**config.mk**
```make
export PLATFORM = sky130hd
export DESIGN_NAME = smsa_conv_ctrl
export DESIGN_NICKNAME = d
export VERILOG_FILES = /design/src/rtl/smsa_pkg.sv /design/src/rtl/smsa_mux_if.sv /design/src/rtl/smsa_sync.sv /design/src/rtl/smsa_mux_dec.sv /design/src/rtl/smsa_conv_ctrl.sv
export SDC_FILE = /design/constraint.sdc
export NUM_CORES = 1
export LEC_CHECK = 0
export BUFFER_PORTS_ARGS = -buffer_cell sky130_fd_sc_hd__buf_2
export CAP_MARGIN = 25
export CORE_MARGIN = 5
export CORE_UTILIZATION = 45
export DETAILED_ROUTE_END_ITERATION = 10
export HOLD_SLACK_MARGIN = 0.06
export SLEW_MARGIN = 20
export SYNTH_ARGS = -nofsm -noshare
export SYNTH_HDL_FRONTEND = slang
export SYNTH_SLANG_ARGS = --single-unit
```
**constraint.sdc**
```tcl
create_clock -name core_clk_i -period 2.4 [get_ports core_clk_i]
set_input_delay 0.12 -clock core_clk_i [delete_from_list [all_inputs] [get_ports core_clk_i]]
set_output_delay 0.12 -clock core_clk_i [all_outputs]
set_load 0.005 [all_outputs]
```
**src/rtl/smsa_pkg.sv**
```systemverilog
// constants and types shared by the serial mux converter interface
package smsa_pkg;

    // supported multiplexer variants
    localparam int unsigned CHAN_1 = 1;
    localparam int unsigned CHAN_2 = 2;
    localparam int unsigned CHAN_4 = 4;
    localparam int unsigned CHAN_8 = 8;

    // result and field widths
    localparam int unsigned RES_W     = 8;
    localparam int unsigned SEL_W     = 2;
    localparam int unsigned CH_W      = 4;
    localparam int unsigned CNT_W     = 3;
    localparam int unsigned BIT_IDX_W = 3;
    localparam int unsigned TAIL_W    = 4;

    // synchroniser depth and pin positions in the synchronised vector
    localparam int unsigned SYNC_STAGES = 2;
    localparam int unsigned PIN_W       = 5;
    localparam int unsigned PIN_CS_N    = 4;
    localparam int unsigned PIN_SCLK    = 3;
    localparam int unsigned PIN_DIN     = 2;
    localparam int unsigned PIN_SE_N    = 1;
    localparam int unsigned PIN_COMP    = 0;

    // address word field slots, in arrival order after the start bit
    localparam logic [CNT_W-1:0] FLD_SGL = 3'h0;
    localparam logic [CNT_W-1:0] FLD_ODD = 3'h1;

    // conversion sequencing values
    localparam logic [RES_W-1:0]     CODE_ZERO  = 8'h00;
    localparam logic [RES_W-1:0]     CODE_MSB   = 8'h80;
    localparam logic [BIT_IDX_W-1:0] BIT_MSB    = 3'h7;
    localparam logic [BIT_IDX_W-1:0] BIT_LSB    = 3'h0;
    localparam logic [TAIL_W-1:0]    TAIL_FIRST = 4'h1;
    localparam logic [TAIL_W-1:0]    TAIL_END   = 4'h8;

    // channel codes on the analog selection outputs
    localparam logic [CH_W-1:0] CH_IN_POS = 4'h0;
    localparam logic [CH_W-1:0] CH_IN_NEG = 4'h1;
    localparam logic [CH_W-1:0] CH_COM    = 4'h8;
    localparam logic [CH_W-1:0] CH_GND    = 4'h9;
    localparam logic [CH_W-1:0] CH_NONE   = 4'hF;

    typedef enum logic [2:0] {
        ST_WAIT_START,
        ST_ADDR,
        ST_SETTLE,
        ST_CONVERT,
        ST_TAIL,
        ST_DONE
    } smsa_state_t;

    // number of address bits following the start bit
    function automatic int unsigned smsa_mux_bits(input int unsigned ch);
        return (ch == CHAN_8) ? 4 : (ch == CHAN_4) ? 3 : (ch == CHAN_2) ? 2 : 0;
    endfunction

endpackage

```
**src/rtl/smsa_mux_if.sv**
```systemverilog
// address fields and decoded channel selection between controller and decoder
`timescale 1ns/1ps
interface smsa_mux_if
    import smsa_pkg::*;
();
    logic             single_not_diff;
    logic             odd_sign;
    logic [SEL_W-1:0] select;
    logic [CH_W-1:0]  pos_ch;
    logic [CH_W-1:0]  neg_ch;

    modport ctrl (output single_not_diff, output odd_sign, output select,
                  input pos_ch, input neg_ch);
    modport dec  (input single_not_diff, input odd_sign, input select,
                  output pos_ch, output neg_ch);
endinterface

```
**src/rtl/smsa_sync.sv**
```systemverilog
// two-stage synchroniser for a vector of asynchronous pins
`timescale 1ns/1ps
module smsa_sync
    import smsa_pkg::*;
#(
    parameter int unsigned W = 1
) (
    input  wire logic         clk_i, // sampling clock
    input  wire logic [W-1:0] d_i,   // asynchronous inputs
    output logic      [W-1:0] q_o    // synchronised outputs
);
    logic [W-1:0] meta_r;
    logic [W-1:0] sync_r;

    // first stage feeds only the second stage
    always_ff @(posedge clk_i)
    begin
        meta_r <= d_i;
        sync_r <= meta_r;
    end

    assign q_o = sync_r;
endmodule // smsa_sync

```
**src/rtl/smsa_mux_dec.sv**
```systemverilog
// channel assignment decoder for the input multiplexer variants
`timescale 1ns/1ps
module smsa_mux_dec
    import smsa_pkg::*;
#(
    parameter int unsigned CHANNELS = CHAN_8
) (
    smsa_mux_if.dec mux // address fields in, channel codes out
);
    always_comb
    begin
        // pairs and single channels both index as twice select plus odd/sign
        mux.pos_ch = CH_W'({mux.select, mux.odd_sign});
        if (mux.single_not_diff)
        begin
            mux.neg_ch = (CHANNELS == CHAN_8) ? CH_COM : CH_GND;
        end
        else
        begin
            mux.neg_ch = CH_W'({mux.select, ~mux.odd_sign});
        end
        if (CHANNELS == CHAN_1)
        begin
            mux.pos_ch = CH_IN_POS;
            mux.neg_ch = CH_IN_NEG;
        end
    end
endmodule // smsa_mux_dec

```
**src/rtl/smsa_conv_ctrl.sv**
```systemverilog
// serial interface and conversion sequencer of the multiplexed converter
`timescale 1ns/1ps
// Function
// - During addressing, serial input is sampled on each rising converter clock edge.
// - Leading zeros are ignored; the first sampled one is the start bit.
// - A 2-to-4-bit multiplexer word follows the start bit, by variant.
// - Eight channels, differential: select picks pair, odd/sign swaps polarity.
// - Eight channels, single: channel is twice select plus odd/sign, against common.
// - Four channels: same single mapping against ground; differential picks 0/1 or 2/3.
// - Two channels: odd/sign picks channel, or swaps the pair polarity.
// - Every conversion takes a fresh input configuration.
// - Half a clock period of idle settling follows the last address bit.
// - Settling raises conversion active and disables serial input until deselect.
// - Serial output leaves high impedance at settling and drives a leading zero.
// - Each decision appears on serial output at a falling edge, MSB first.
// - Conversion lasts 8 periods; active drops half a period afterwards.
// - Result is kept and, without shift enable, replayed LSB first.
// - After the LSB-first stream the output is held low until deselect.
// - Eight channels: shift enable high holds LSB; low shifts LSB first.
// - Single-channel variant gives only the MSB-first stream.
// - Single-channel variant has one fixed differential input, no address word.
// - Chip select high keeps every internal register cleared except the pin synchroniser and the converter clock edge register.
// - Input is only sampled while the output is still high impedance.
// - Positive input below negative input yields an all-zero code.
// - The result is an 8-bit code of 256 values.
module smsa_conv_ctrl
    import smsa_pkg::*;
#(
    parameter int unsigned CHANNELS = CHAN_8
) (
    input  wire logic             core_clk_i,             // system clock, 200 MHz
    input  wire logic             sys_rst_i,              // synchronous reset, active high
    input  wire logic             chip_select_n_i,        // chip select pin, active low
    input  wire logic             conv_clk_i,             // converter clock pin
    input  wire logic             serial_in_i,            // serial data in pin
    input  wire logic             lsb_shift_enable_n_i,   // lsb shift enable pin, active low
    input  wire logic             comp_gt_i,              // comparator: input above trial
    output logic                  data_out_o,             // serial data out level
    output logic                  data_out_oe_o,          // serial data out drive enable
    output logic                  conversion_active_o,    // conversion in progress
    output logic      [RES_W-1:0] trial_code_o,           // trial level to the ladder
    output logic      [CH_W-1:0]  pos_ch_o,               // channel on the positive input
    output logic      [CH_W-1:0]  neg_ch_o                // channel on the negative input
);
    localparam int unsigned MUX_BITS = smsa_mux_bits(CHANNELS);
    localparam logic [CNT_W-1:0] CNT_LAST = CNT_W'((MUX_BITS == 0) ? 0 : MUX_BITS - 1);

    logic [PIN_W-1:0]     pins_raw;
    logic [PIN_W-1:0]     pins_s;
    logic                 cs_n_s;
    logic                 sclk_s;
    logic                 din_s;
    logic                 se_n_s;
    logic                 comp_s;
    logic                 sclk_d_r;
    logic                 sclk_rise;
    logic                 sclk_fall;
    logic                 clear;
    logic                 tail_adv;
    smsa_state_t          state_r;
    logic                 sgl_r;
    logic                 odd_r;
    logic [SEL_W-1:0]     sel_r;
    logic [CNT_W-1:0]     addr_cnt_r;
    logic [RES_W-1:0]     trial_r;
    logic [RES_W-1:0]     trial_nxt;
    logic [RES_W-1:0]     result_r;
    logic [BIT_IDX_W-1:0] bit_idx_r;
    logic [TAIL_W-1:0]    tail_idx_r;
    logic                 dout_r;
    logic                 dout_oe_r;
    logic                 active_r;
    logic [CH_W-1:0]      pos_r;
    logic [CH_W-1:0]      neg_r;

    smsa_mux_if mux ();

    // every pin, the comparator included, is asynchronous to core_clk_i
    assign pins_raw = {chip_select_n_i, conv_clk_i, serial_in_i,
                       lsb_shift_enable_n_i, comp_gt_i};

    smsa_sync #(
        .W (PIN_W)
    ) u_sync (
        .clk_i (core_clk_i),
        .d_i   (pins_raw),
        .q_o   (pins_s)
    );

    assign cs_n_s = pins_s[PIN_CS_N];
    assign sclk_s = pins_s[PIN_SCLK];
    assign din_s  = pins_s[PIN_DIN];
    assign se_n_s = pins_s[PIN_SE_N];
    assign comp_s = pins_s[PIN_COMP];

    // converter clock must run well below core_clk_i/4 for clean edge detection
    always_ff @(posedge core_clk_i)
    begin
        if (sys_rst_i)
            sclk_d_r <= 1'b0;
        else
            sclk_d_r <= sclk_s;
    end

    assign sclk_rise = sclk_s & ~sclk_d_r;
    assign sclk_fall = ~sclk_s & sclk_d_r;
    // deselect acts as the device reset
    assign clear     = sys_rst_i | cs_n_s;
    // the eight-channel variant parks on the lsb while shift enable is high
    assign tail_adv  = !((CHANNELS == CHAN_8) && se_n_s);

    always_ff @(posedge core_clk_i)
    begin
        if (clear)
        begin
            state_r <= ST_WAIT_START;
        end
        else
        begin
            case (state_r)
                ST_WAIT_START:
                    if (sclk_rise && din_s)
                        state_r <= (MUX_BITS == 0) ? ST_SETTLE : ST_ADDR;
                ST_ADDR:
                    if (sclk_rise && addr_cnt_r == CNT_LAST)
                        state_r <= ST_SETTLE;
                ST_SETTLE:
                    if (sclk_fall)
                        state_r <= ST_CONVERT;
                ST_CONVERT:
                    if (sclk_fall && bit_idx_r == BIT_LSB)
                        state_r <= ST_TAIL;
                ST_TAIL:
                    if (sclk_fall && (CHANNELS == CHAN_1
                                      || (tail_adv && tail_idx_r == TAIL_END)))
                        state_r <= ST_DONE;
                ST_DONE:
                    state_r <= ST_DONE;
                default:
                    state_r <= ST_WAIT_START;
            endcase
        end
    end

    // address fields are rebuilt from scratch for each conversion
    always_ff @(posedge core_clk_i)
    begin
        if (clear)
        begin
            sgl_r      <= 1'b0;
            odd_r      <= 1'b0;
            sel_r      <= '0;
            addr_cnt_r <= '0;
        end
        else if (state_r == ST_ADDR && sclk_rise)
        begin
            if (addr_cnt_r == FLD_SGL)
                sgl_r <= din_s;
            else if (addr_cnt_r == FLD_ODD)
                odd_r <= din_s;
            else
                sel_r <= {sel_r[SEL_W-2:0], din_s};
            addr_cnt_r <= addr_cnt_r + 1'b1;
        end
    end

    assign mux.single_not_diff = sgl_r;
    assign mux.odd_sign        = odd_r;
    assign mux.select          = sel_r;

    smsa_mux_dec #(
        .CHANNELS (CHANNELS)
    ) u_mux_dec (
        .mux (mux)
    );

    // selection is presented from settling onward so the channel can settle
    always_ff @(posedge core_clk_i)
    begin
        if (clear || state_r == ST_WAIT_START || state_r == ST_ADDR)
        begin
            pos_r <= CH_NONE;
            neg_r <= CH_NONE;
        end
        else
        begin
            pos_r <= mux.pos_ch;
            neg_r <= mux.neg_ch;
        end
    end

    // keep the decided bit, set the next trial bit below it
    always_comb
    begin
        trial_nxt            = trial_r;
        trial_nxt[bit_idx_r] = comp_s;
        if (bit_idx_r != BIT_LSB)
            trial_nxt[bit_idx_r - 1'b1] = 1'b1;
    end

    always_ff @(posedge core_clk_i)
    begin
        if (clear)
        begin
            trial_r   <= CODE_ZERO;
            result_r  <= CODE_ZERO;
            bit_idx_r <= BIT_MSB;
        end
        else if (state_r == ST_SETTLE && sclk_fall)
        begin
            trial_r   <= CODE_MSB;
            result_r  <= CODE_ZERO;
            bit_idx_r <= BIT_MSB;
        end
        else if (state_r == ST_CONVERT && sclk_fall)
        begin
            // a reversed input pair keeps the comparator low: all-zero code
            result_r[bit_idx_r] <= comp_s;
            trial_r             <= trial_nxt;
            bit_idx_r           <= bit_idx_r - 1'b1;
        end
    end

    always_ff @(posedge core_clk_i)
    begin
        if (clear)
            tail_idx_r <= TAIL_FIRST;
        else if (state_r == ST_TAIL && sclk_fall && tail_adv && tail_idx_r != TAIL_END)
            tail_idx_r <= tail_idx_r + 1'b1;
    end

    // output stays released through addressing, so the pins may share a wire
    always_ff @(posedge core_clk_i)
    begin
        if (clear)
        begin
            dout_r    <= 1'b0;
            dout_oe_r <= 1'b0;
        end
        else if (sclk_fall)
        begin
            case (state_r)
                ST_SETTLE:
                begin
                    dout_oe_r <= 1'b1;
                    dout_r    <= 1'b0;
                end
                ST_CONVERT:
                    dout_r <= comp_s;
                ST_TAIL:
                    // shift enable high parks the line even at the stream end, like the state
                    if (CHANNELS == CHAN_1 || (tail_adv && tail_idx_r == TAIL_END))
                        dout_r <= 1'b0;
                    else if (tail_adv)
                        dout_r <= result_r[tail_idx_r[BIT_IDX_W-1:0]];
                ST_DONE:
                    dout_r <= 1'b0;
                default:
                    dout_r <= dout_r;
            endcase
        end
    end

    // active rises with settling, falls at the rising edge after the last decision
    always_ff @(posedge core_clk_i)
    begin
        if (clear)
            active_r <= 1'b0;
        else if (state_r == ST_SETTLE && sclk_fall)
            active_r <= 1'b1;
        else if (state_r == ST_TAIL && sclk_rise)
            active_r <= 1'b0;
    end

    assign data_out_o          = dout_r;
    assign data_out_oe_o       = dout_oe_r;
    assign conversion_active_o = active_r;
    assign trial_code_o        = trial_r;
    assign pos_ch_o            = pos_r;
    assign neg_ch_o            = neg_r;
endmodule // smsa_conv_ctrl

```
Word level (Yosys, flattened, before mapping). Index checks and enable logic that the tools add are counted.

Register bits: 55. Word-level logic and storage cells: 107. Input bits: 7. Output and inout port bits: 19.

Multiplexer cells: 24. Magnitude comparators: 5. Reductions and logical operators: 32. $add $sub $neg: 3. Bitwise operators: 9. Equal/unequal tests: 15.

Operators by type and width (number): 8-bit two-way mux (3); 3-bit one-hot mux with 6 select lines (1); 8-bit bitwise mux (2); 3-bit two-way mux (5); 1-bit logical AND (14); 3-bit by 4-bit less-than comparator with 1-bit output, second input constant (3); 2-bit != test, second input constant (5); 3-bit by 2-bit equality test with 1-bit output, second input constant (3); 3-bit logical NOT (3); 3-bit AND reduction (3); 4-bit two-way mux (2); 8-bit OR (1); 1-bit two-way mux (7); 1-bit demux with 3-bit select (2); 3-bit by 1-bit equality test with 1-bit output, second input constant (2); 3-bit equality test, second input constant (2); 3-bit by 1-bit greater-or-equal comparator with 1-bit output, second input constant (2); 3-bit nonzero test (2); 1-bit inverter (5); 5-bit AND reduction (1); 4-bit by 1-bit adder with 4-bit output, second input constant (1); 4-bit equality test, second input constant (1); 4-bit != test, second input constant (1); 2-bit AND reduction (2); 11 further kinds (15).

Longest topological paths before layout. Gate-level depths: netlist of run 1.

Depth after elaboration: 9. Depth in mapped cells: 7. Depth with buffers taken out: 6.

By module. From an unflattened synthesis of run 1, not the netlist that was laid out.

Cell total of the unflattened synthesis: 256. Area, all modules: 2392.3 µm².

By module, submodules not included: smsa_conv_ctrl (cells each 237, area each 2134.5 µm², seq. area each 900.9 µm², instances 1); smsa_sync (cells each 10, area each 200.2 µm², seq. area each 200.2 µm², instances 1); smsa_mux_dec (cells each 9, area each 57.6 µm², seq. area each 0.0 µm², instances 1).

Worst setup path after synthesis of run 1. No wires, ideal clock.

Kind: reg-to-reg. Start point: reg bit_idx_r[1]. End point: reg trial_r[2] (netlist: trial_code_o[2]). Cell stages (with the launch flop): 8. Library setup time: 0.074 ns. Period minus slack after synthesis: 1.883 ns. Setup slack: 0.517 ns. Arrival time: 1.808 ns. Data required time: 2.326 ns. Buffers on the path: 1. Path through: dfxtp_1 > clkbuf_1 > inv_1 > ha_1 > or3_1 > nand2_1 > or3b_1 > a31oi_1.

Cells in the longest elaborated chain, start to end: 7. Elaborated cells on any way between the ends: 15. Those cells by class: add/sub (1); order compare (4); mux (6); bitwise (1); reduce/logical (3).

Ends and longest elaborated chain: from (decl) (line smsa_conv_ctrl.sv:68) `logic [BIT_IDX_W-1:0] bit_idx_r;`; from (signal assigned) (line smsa_conv_ctrl.sv:220) `bit_idx_r <= bit_idx_r - 1'b1;`; 3-bit by 1-bit subtractor with 3-bit output, or another cell as far along (line smsa_conv_ctrl.sv:198) `trial_nxt[bit_idx_r - 1'b1] = 1'b1;`; 3-bit by 4-bit less-than comparator with 1-bit output (implied by the code), or another cell as far along (line smsa_conv_ctrl.sv:198); 1-bit logical AND (implied by the code) / 1-bit two-way mux (equally long branches) (line smsa_conv_ctrl.sv:198, smsa_conv_ctrl.sv:196); 1-bit two-way mux (implied by the code) / 1-bit demux with 3-bit select (equally long branches) (line smsa_conv_ctrl.sv:198, smsa_conv_ctrl.sv:196); 1-bit demux with 3-bit select / 8-bit bitwise mux (equally long branches) (line smsa_conv_ctrl.sv:198, smsa_conv_ctrl.sv:196); 8-bit OR (no source line); 8-bit two-way mux * (line smsa_conv_ctrl.sv:197) `if (bit_idx_r != BIT_LSB)`; to (signal assigned) (line smsa_conv_ctrl.sv:219) `trial_r <= trial_nxt;`; to (decl) (line smsa_conv_ctrl.sv:65) `logic [RES_W-1:0] trial_r;`.

Mark *: on every way between the ends. The rest lies on a longest branch, timed or not. A chain may end at the register's enable or synchronous reset.

Worst setup path after layout of run 1. Same ends and word-level chain as after synthesis.

==> impl_metrics.env, run 1 <==
export IMPL_status="finished clean"
export IMPL_path_class="flip-flop to flip-flop"
export IMPL_synth_seq_cells=55
export IMPL_r2r_start="bit_idx_r[1]"
export IMPL_synth_edf_count=0
export IMPL_min_period_ns=1.97
export IMPL_diodes=0
export IMPL_vias=1918
export IMPL_rr_worst_depth=6
export IMPL_drc=0
export IMPL_fmax_mhz=509
export IMPL_drtIter0Drc=122
export IMPL_cts_tree="built"
export IMPL_rsz0062_at_grt="no"
export IMPL_drv_slew=0
export IMPL_cp_max_fo=11
export IMPL_ios=26
export IMPL_hold_viol_final=0
export IMPL_hold_path_end="u_sync.q_o[3]"
export IMPL_design_area_sq_um=2750
export IMPL_peakVddDrop_mv=0.409
export IMPL_clock_path_buffers=2
export IMPL_crit_path_start="bit_idx_r[1]"
export IMPL_syn_avg_cell_area_sq_um=9.07
export IMPL_finalNonFillerCells=366
export IMPL_rows=26
export IMPL_grt_pass1_wl_microns=8380
export IMPL_portBuffers=25
export IMPL_cts_buffers_inserted=5
export IMPL_netlist_instances=264
export IMPL_grt_max_degree=22
export IMPL_synth_main_ff_cell="dfxtp_1"
export IMPL_antenna_found_initial=0
export IMPL_path_clk_slew_ns=0.09
export IMPL_start_util=0.466
export IMPL_dr_pass1_iters=4
export IMPL_reg2reg_to="trial_code_o[2]"
export IMPL_cts_sinks=55
export IMPL_insertion_delay_ns=0.30
export IMPL_fin_util=0.534
export IMPL_die_area_sq_um=6880
export IMPL_core_sq_um=5140
export IMPL_routed_wl_microns=4870
export IMPL_hpwlAfterDp_microns=3510
export IMPL_vias_per_cell=5.24
export IMPL_pwr_density_cell_nw_per_um2=550
export IMPL_endpoint_kind="flip-flop"
export IMPL_async_flop_share=0
export IMPL_skew_ns=0.00713
export IMPL_area_delta_synth_final_pct=14.7
export IMPL_cts_resized=0
export IMPL_drtAntennaViolNets=0
export IMPL_die_w_microns=82.9
export IMPL_worstHoldStart="u_sync.meta_r[3]"
export IMPL_arrival_ns=2.19
export IMPL_wl_per_cell_microns=13.3
export IMPL_grt_usage=0.146
export IMPL_holdCritPathClass="flip-flop to flip-flop"
export IMPL_seq_area_frac_synth=0.460
export IMPL_tightest_slew_ns=0.667
export IMPL_grt_pass1_vias=1712
export IMPL_yosys_cell_types_count=46
export IMPL_nets=310
export IMPL_place_area_sq_um=2590
export IMPL_yosys_warnings=0
export IMPL_fin_tns_setup_ns=0
export IMPL_place_gp_congestion=0.886
export IMPL_synth_fp_nets=279
export IMPL_cts_root_buf="clkbuf_8"
export IMPL_cp_start_kind="flip-flop"
export IMPL_r2r_slack_ns=0.43
export IMPL_overflow=0
export IMPL_finalSetupViolations=0
export IMPL_die_h_microns=82.9
export IMPL_max_slew_margin_rel=0.554
export IMPL_dp_cells=352
export IMPL_cts_htree_levels=2
export IMPL_hold_path_depth=0
export IMPL_syn_cell_area_sq_um=2390
export IMPL_power_leakage_nw=1.09
export IMPL_drive_above_1_share=0.159
export IMPL_fin_crit_sh=0.819
export IMPL_p_total_mw=1.51
export IMPL_cap_viol_max_count=0
export IMPL_cp_required_ns=2.62
## cells by family (layout without fill, tap and decap cells)
family | count (synthesis) | in the layout | share of synthesized area
multiplexers | 12 | 12 | 0.0606
flip-flops | 55 | 55 | 0.460
AND/OR/NAND/NOR | 105 | 105 | 0.231
buffers and inverters | 26 | 58 | 0.0460
AO/OA/AOI/OAI | 53 | 53 | 0.142
XOR/XNOR | 5 | 5 | 0.0183
adder cells (fa/ha/maj) | 8 | 8 | 0.0418
## area by class of cell
type | instances | area (sq um)
Clock inverter | 1 | 8.76
Timing Repair Buffer | 37 | 230
Multi-Input combinational cell | 183 | 1180
Clock buffer | 7 | 86.3
Fill cell | 510 | 2390
Tap cell | 70 | 87.6
Sequential cell | 55 | 1100
Inverter | 13 | 48.8
## synth_stat cells, types with 2 or more instances
cell,instances,share of area
o211ai_1,2,0.0063
clkbuf_1,6,0.0094
a31oi_1,5,0.013
ha_1,8,0.042
a21oi_1,16,0.033
inv_1,13,0.020
nand3_1,10,0.021
buf_4,2,0.0063
o21ai_0,14,0.029
xor2_1,3,0.011
nor3b_1,2,0.0063
or3_1,3,0.0078
dfxtp_1,55,0.46
nor3b_2,2,0.010
mux2i_1,10,0.042
a311oi_1,2,0.0073
nand2_1,18,0.028
nand2b_1,6,0.016
nand3b_1,3,0.0094
mux4_2,2,0.019
nor2b_1,7,0.018
nor3_1,6,0.013
or2_2,2,0.0052
o31ai_1,2,0.0063
o221a_2,2,0.0094
xnor2_1,2,0.0073
nor2_1,28,0.044
nand4_1,12,0.031
buf_2,4,0.0084
## state kept, by name, summed over array words and instances (netlist names)
signal,cells
tail_idx_r,4
sclk_d_r,1
result_r,8
mux.single_not_diff,1
trial_code_o,8
u_sync.q_o,5
mux.select,2
addr_cnt_r,3
pos_ch_o,4
conversion_active_o,1
data_out_oe_o,1
u_sync.meta_r,5
data_out_o,1
state_r,3
mux.odd_sign,1
neg_ch_o,4
bit_idx_r,3
## through the flow
stage | hold slack [ns] | worst slack (ns)
after floorplan | 0.148 | 0.517
after global placement | 0.222 | 0.522
after detailed placement | 0.224 | 0.450
after CTS | 0.336 | 0.424
after global routing | 0.348 | 0.259
final | 0.333 | 0.434
## repair_timing
action | 4_1_cts | 5_1_grt
hold buffers | 6 | 0
buffers inserted | 0 | 0
endpoints found under the hold margin | 6 | 0
## how the worst max path moves through the flow
stage          depth (start not counted)               to  slack [ns]
3_5_place_dp                           6  trial_code_o[2]        0.45
3_3_place_gp                           6  trial_code_o[2]        0.52
5_1_grt                                6  trial_code_o[2]        0.26
2_1_floorplan                          7  trial_code_o[2]        0.52
6_report                               6  trial_code_o[2]        0.43
4_1_cts                                6  trial_code_o[2]        0.42
## worst max-delay path, stage by stage (launching register included)
cell,delay (ns)
dfxtp_1,0.51
inv_1,0.13
ha_1,0.24
or3_1,0.40
nand2_1,0.11
or3b_1,0.35
a31oi_1,0.15
## routing by layer
metal / up-vias / global-route usage / part of all wire
li1: 997 / - / -
met1: 873 / 0.225 / 0.53
met2: 44 / 0.202 / 0.41
met3: 4 / 0.0327 / 0.053
met4: 0 / 0.0401 / 0.0086
met5: - / 0 / 0
## placed cells by master, fill, tap and decap left out, types with 7 or more instances in the layout
cell	synthesis	final
dfxtp_1	55	55
nor2_1	28	28
buf_2	4	25
nand2_1	18	18
a21oi_1	16	16
o21ai_0	14	14
inv_1	13	13
nand4_1	12	12
mux2i_1	10	10
nand3_1	10	10
ha_1	8	8
nor2b_1	7	7
## power breakdown
part	switching, mW	total (mW)	internal, mW
logic	0.0339	0.0583	0.0244
clock network	0.280	0.517	0.237
registers	0.0108	0.934	0.923
total	0.325	1.51	1.18
Power figures use the tool's default switching activity.
==> run 2: changes to the inputs <==
ABC_AREA = 1   (was not set)
PLACE_DENSITY = 0.66   (was not set)
clock period = 1.7 ns   (was 2.4 ns; I/O delays follow)
==> impl_metrics.env, run 2 <==
export IMPL_r2r_start="bit_idx_r[1]"
export IMPL_endpoint_kind="flip-flop"
export IMPL_cts_htree_levels=2
export IMPL_cts_buffers_inserted=5
export IMPL_cp_start_kind="flip-flop"
export IMPL_p_seq_frac=0.538
export IMPL_design_area_sq_um=2900
export IMPL_min_period_ns=1.52
export IMPL_slowest_stage="dfxtp_1"
export IMPL_grt_max_degree=18
export IMPL_path_class="flip-flop to flip-flop"
export IMPL_synth_area_top_cells="dfxtp_1 45%, nand2_1 13%, nor2_1 6.4%, inv_1 6.1%, nand3_1 5.9%"
export IMPL_cp_cell_sequence="inv_2 > ha_1 > inv_1 > nor2_1 > nand2_1 > nand2_1 > nand2_1 > a21oi_1"
export IMPL_path_clk_slew_ns=0.10
export IMPL_vias_per_cell=4.78
export IMPL_synth_most_common_cell="nand2_1"
export IMPL_die_area_sq_um=7060
export IMPL_die_w_microns=84.0
export IMPL_holdCritPathClass="flip-flop to flip-flop"
export IMPL_most_common_layout_cells="85 x nand2_1, 54 x dfxtp_1, 41 x nor2_1"
export IMPL_syn_cell_area_sq_um=2470
export IMPL_arrival_ns=1.77
export IMPL_p_total_mw=2.54
export IMPL_hpwlAfterDp_microns=3840
export IMPL_finalSetupViolations=0
export IMPL_area_delta_synth_final_pct=17.3
export IMPL_drv_slew=0
export IMPL_syn_avg_cell_area_sq_um=7.28
export IMPL_yosys_warnings=0
export IMPL_insertion_delay_ns=0.30
export IMPL_setup_ws_ns=0.177
export IMPL_nets=396
export IMPL_rsz0062_at_grt="no"
export IMPL_cp_max_fo=6
export IMPL_drtAntennaViolNets=0
export IMPL_place_gp_congestion=0.966
export IMPL_cts_tree="built"
export IMPL_routed_wl_microns=5090
export IMPL_cpPeakStageDelay_ns=0.40
export IMPL_pwr_density_cell_nw_per_um2=879
export IMPL_synth_seq_cells=55
export IMPL_power_leakage_nw=1.29
export IMPL_fin_util=0.536
export IMPL_synth_fp_nets=354
export IMPL_peakVddDrop_mv=0.482
export IMPL_hold_viol_final=0
export IMPL_fmax_mhz=657
export IMPL_combPwrFrac=0.126
export IMPL_skew_ns=0.0106
export IMPL_netlist_instances=339
export IMPL_dr_pass1_iters=4
export IMPL_max_slew_margin_rel=0.682
export IMPL_rows=27
export IMPL_diodes=0
export IMPL_wl_per_cell_microns=11.2
export IMPL_vias=2172
export IMPL_path_buf_inv=2
export IMPL_synth_edf_count=0
export IMPL_fin_tns_setup_ns=0
export IMPL_cpMostUsedCell="nand2_1"
export IMPL_synth_main_ff_cell="dfxtp_1"
export IMPL_fill_cells=546
export IMPL_swShare=0.254
export IMPL_switchingPower_mw=0.647
export IMPL_cp_required_ns=1.94
export IMPL_grt_pass1_vias=2040
export IMPL_crit_path_start="bit_idx_r[1]"
export IMPL_drive_above_1_share=0.168
export IMPL_async_flop_share=0
export IMPL_status="finished clean"
export IMPL_place_ws_ns=0.129
export IMPL_worstHoldStart="u_sync.meta_r[1]"
export IMPL_tightest_slew_ns=0.475
export IMPL_yosysTopAreaCell="dfxtp_1"
export IMPL_die_h_microns=84.0
export IMPL_grt_usage=0.157
export IMPL_seq_area_frac_synth=0.446
export IMPL_portBuffers=25
export IMPL_place_area_sq_um=2690
export IMPL_clock_path_buffers=2
export IMPL_cts_sinks=55
export IMPL_path_delay_family="simple AND/OR/NAND/NOR gates"
export IMPL_ios=26
export IMPL_drtIter0Drc=154
export IMPL_overflow=0
export IMPL_cts_root_buf="clkbuf_8"
export IMPL_synth_top_area_share=0.446
export IMPL_antenna_found_initial=0
export IMPL_cap_viol_max_count=0
export IMPL_core_sq_um=5410
export IMPL_synth_commonest_cells="85 x nand2_1, 55 x dfxtp_1, 42 x nor2_1"
export IMPL_yosys_cell_types_count=27
export IMPL_p_int_mw=1.90
export IMPL_fin_crit_sh=0.896
export IMPL_start_util=0.456
export IMPL_drc=0
export IMPL_grt_pass1_wl_microns=9180
export IMPL_p_clk_frac=0.335
export IMPL_layout_commonest_cell="nand2_1"
[run 2: changes by cell type in the layout (fill, tap and decap cells not counted), sizes merged, moves of 4 or more]
cell / delta
a31oi: -5
a21oi: +9
nor2b: -7
nand2b: -6
inv: +28
o21ai: +8
buf: +5
nand4: -6
nand2: +71
nand3: +21
mux2i: -10
nor2: +21
nor3b: -4
nor3: -5
[run 2: area by class of cell]
cell class	instances	area [sq um]	share of cell area
Multi-Input combinational cell	236	1170	0.404
Sequential cell	55	1100	0.381
Timing Repair Buffer	42	268	0.0925
Inverter	41	154	0.0532
Tap cell	72	90.1	0.0311
Clock buffer	5	68.8	0.0238
Clock inverter	3	43.8	0.0151
[run 2: final timing paths]
kind | slack (ns) | endpoint | cells past startpoint
worst max-delay path | 0.18 | trial_code_o[1] | 8
worst min-delay path | 0.33 | u_sync.q_o[1] | 0
worst max register to register | 0.18 | trial_code_o[1] | 8
worst min register to register | 0.33 | u_sync.q_o[1] | 0
[run 2: cells by family (layout without fill, tap and decap cells)]
| logic type | count (synthesis) | count (layout) | synth area share |
|---|---|---|---|
| and+or+nand+nor | 178 | 178 | 0.325 |
| buffers and inverters | 48 | 91 | 0.0811 |
| AOI/OAI and AO/OA | 47 | 47 | 0.0969 |
| xor gates and xnor gates | 3 | 3 | 0.0107 |
| adders and majority gates | 8 | 8 | 0.0406 |
| DFF | 55 | 55 | 0.446 |
[run 2: stage by stage]
stage | hold slack, ns | std cells
after detailed placement | 0.189 | 436
final | 0.332 | 454
after global placement | 0.187 | 436
after CTS | 0.335 | 450
after floorplan | 0.113 | 339
after global routing | 0.345 | 454
[run 2: power by group through the flow]
stage          combinational, mW  sequential [mW]  clock [mW]
2_1_floorplan              0.222             1.39           0
3_3_place_gp               0.310             1.40           0
3_5_place_dp               0.307             1.40           0
4_1_cts                    0.319             1.37       0.886
5_1_grt                    0.376             1.38       0.942
6_report                   0.321             1.37       0.853
[run 2: routing by layer]
| metal | vias up | global-route usage | wire [microns] |
|---|---|---|---|
| met3 | 4 | 0.0326 | 221 |
| li1 | 1163 | - | - |
| met1 | 959 | 0.223 | 2640 |
| met2 | 46 | 0.235 | 2170 |
| met5 | - | 0 | 0 |
| met4 | 0 | 0.0482 | 54 |
[run 2: timing repair]
action | CTS | global route
endpoints found under the hold margin | 6 | 0
setup endpoints to repair | 0 | 7
buffers inserted | 0 | 4
resized for setup | 0 | 4
hold buffers | 6 | 0
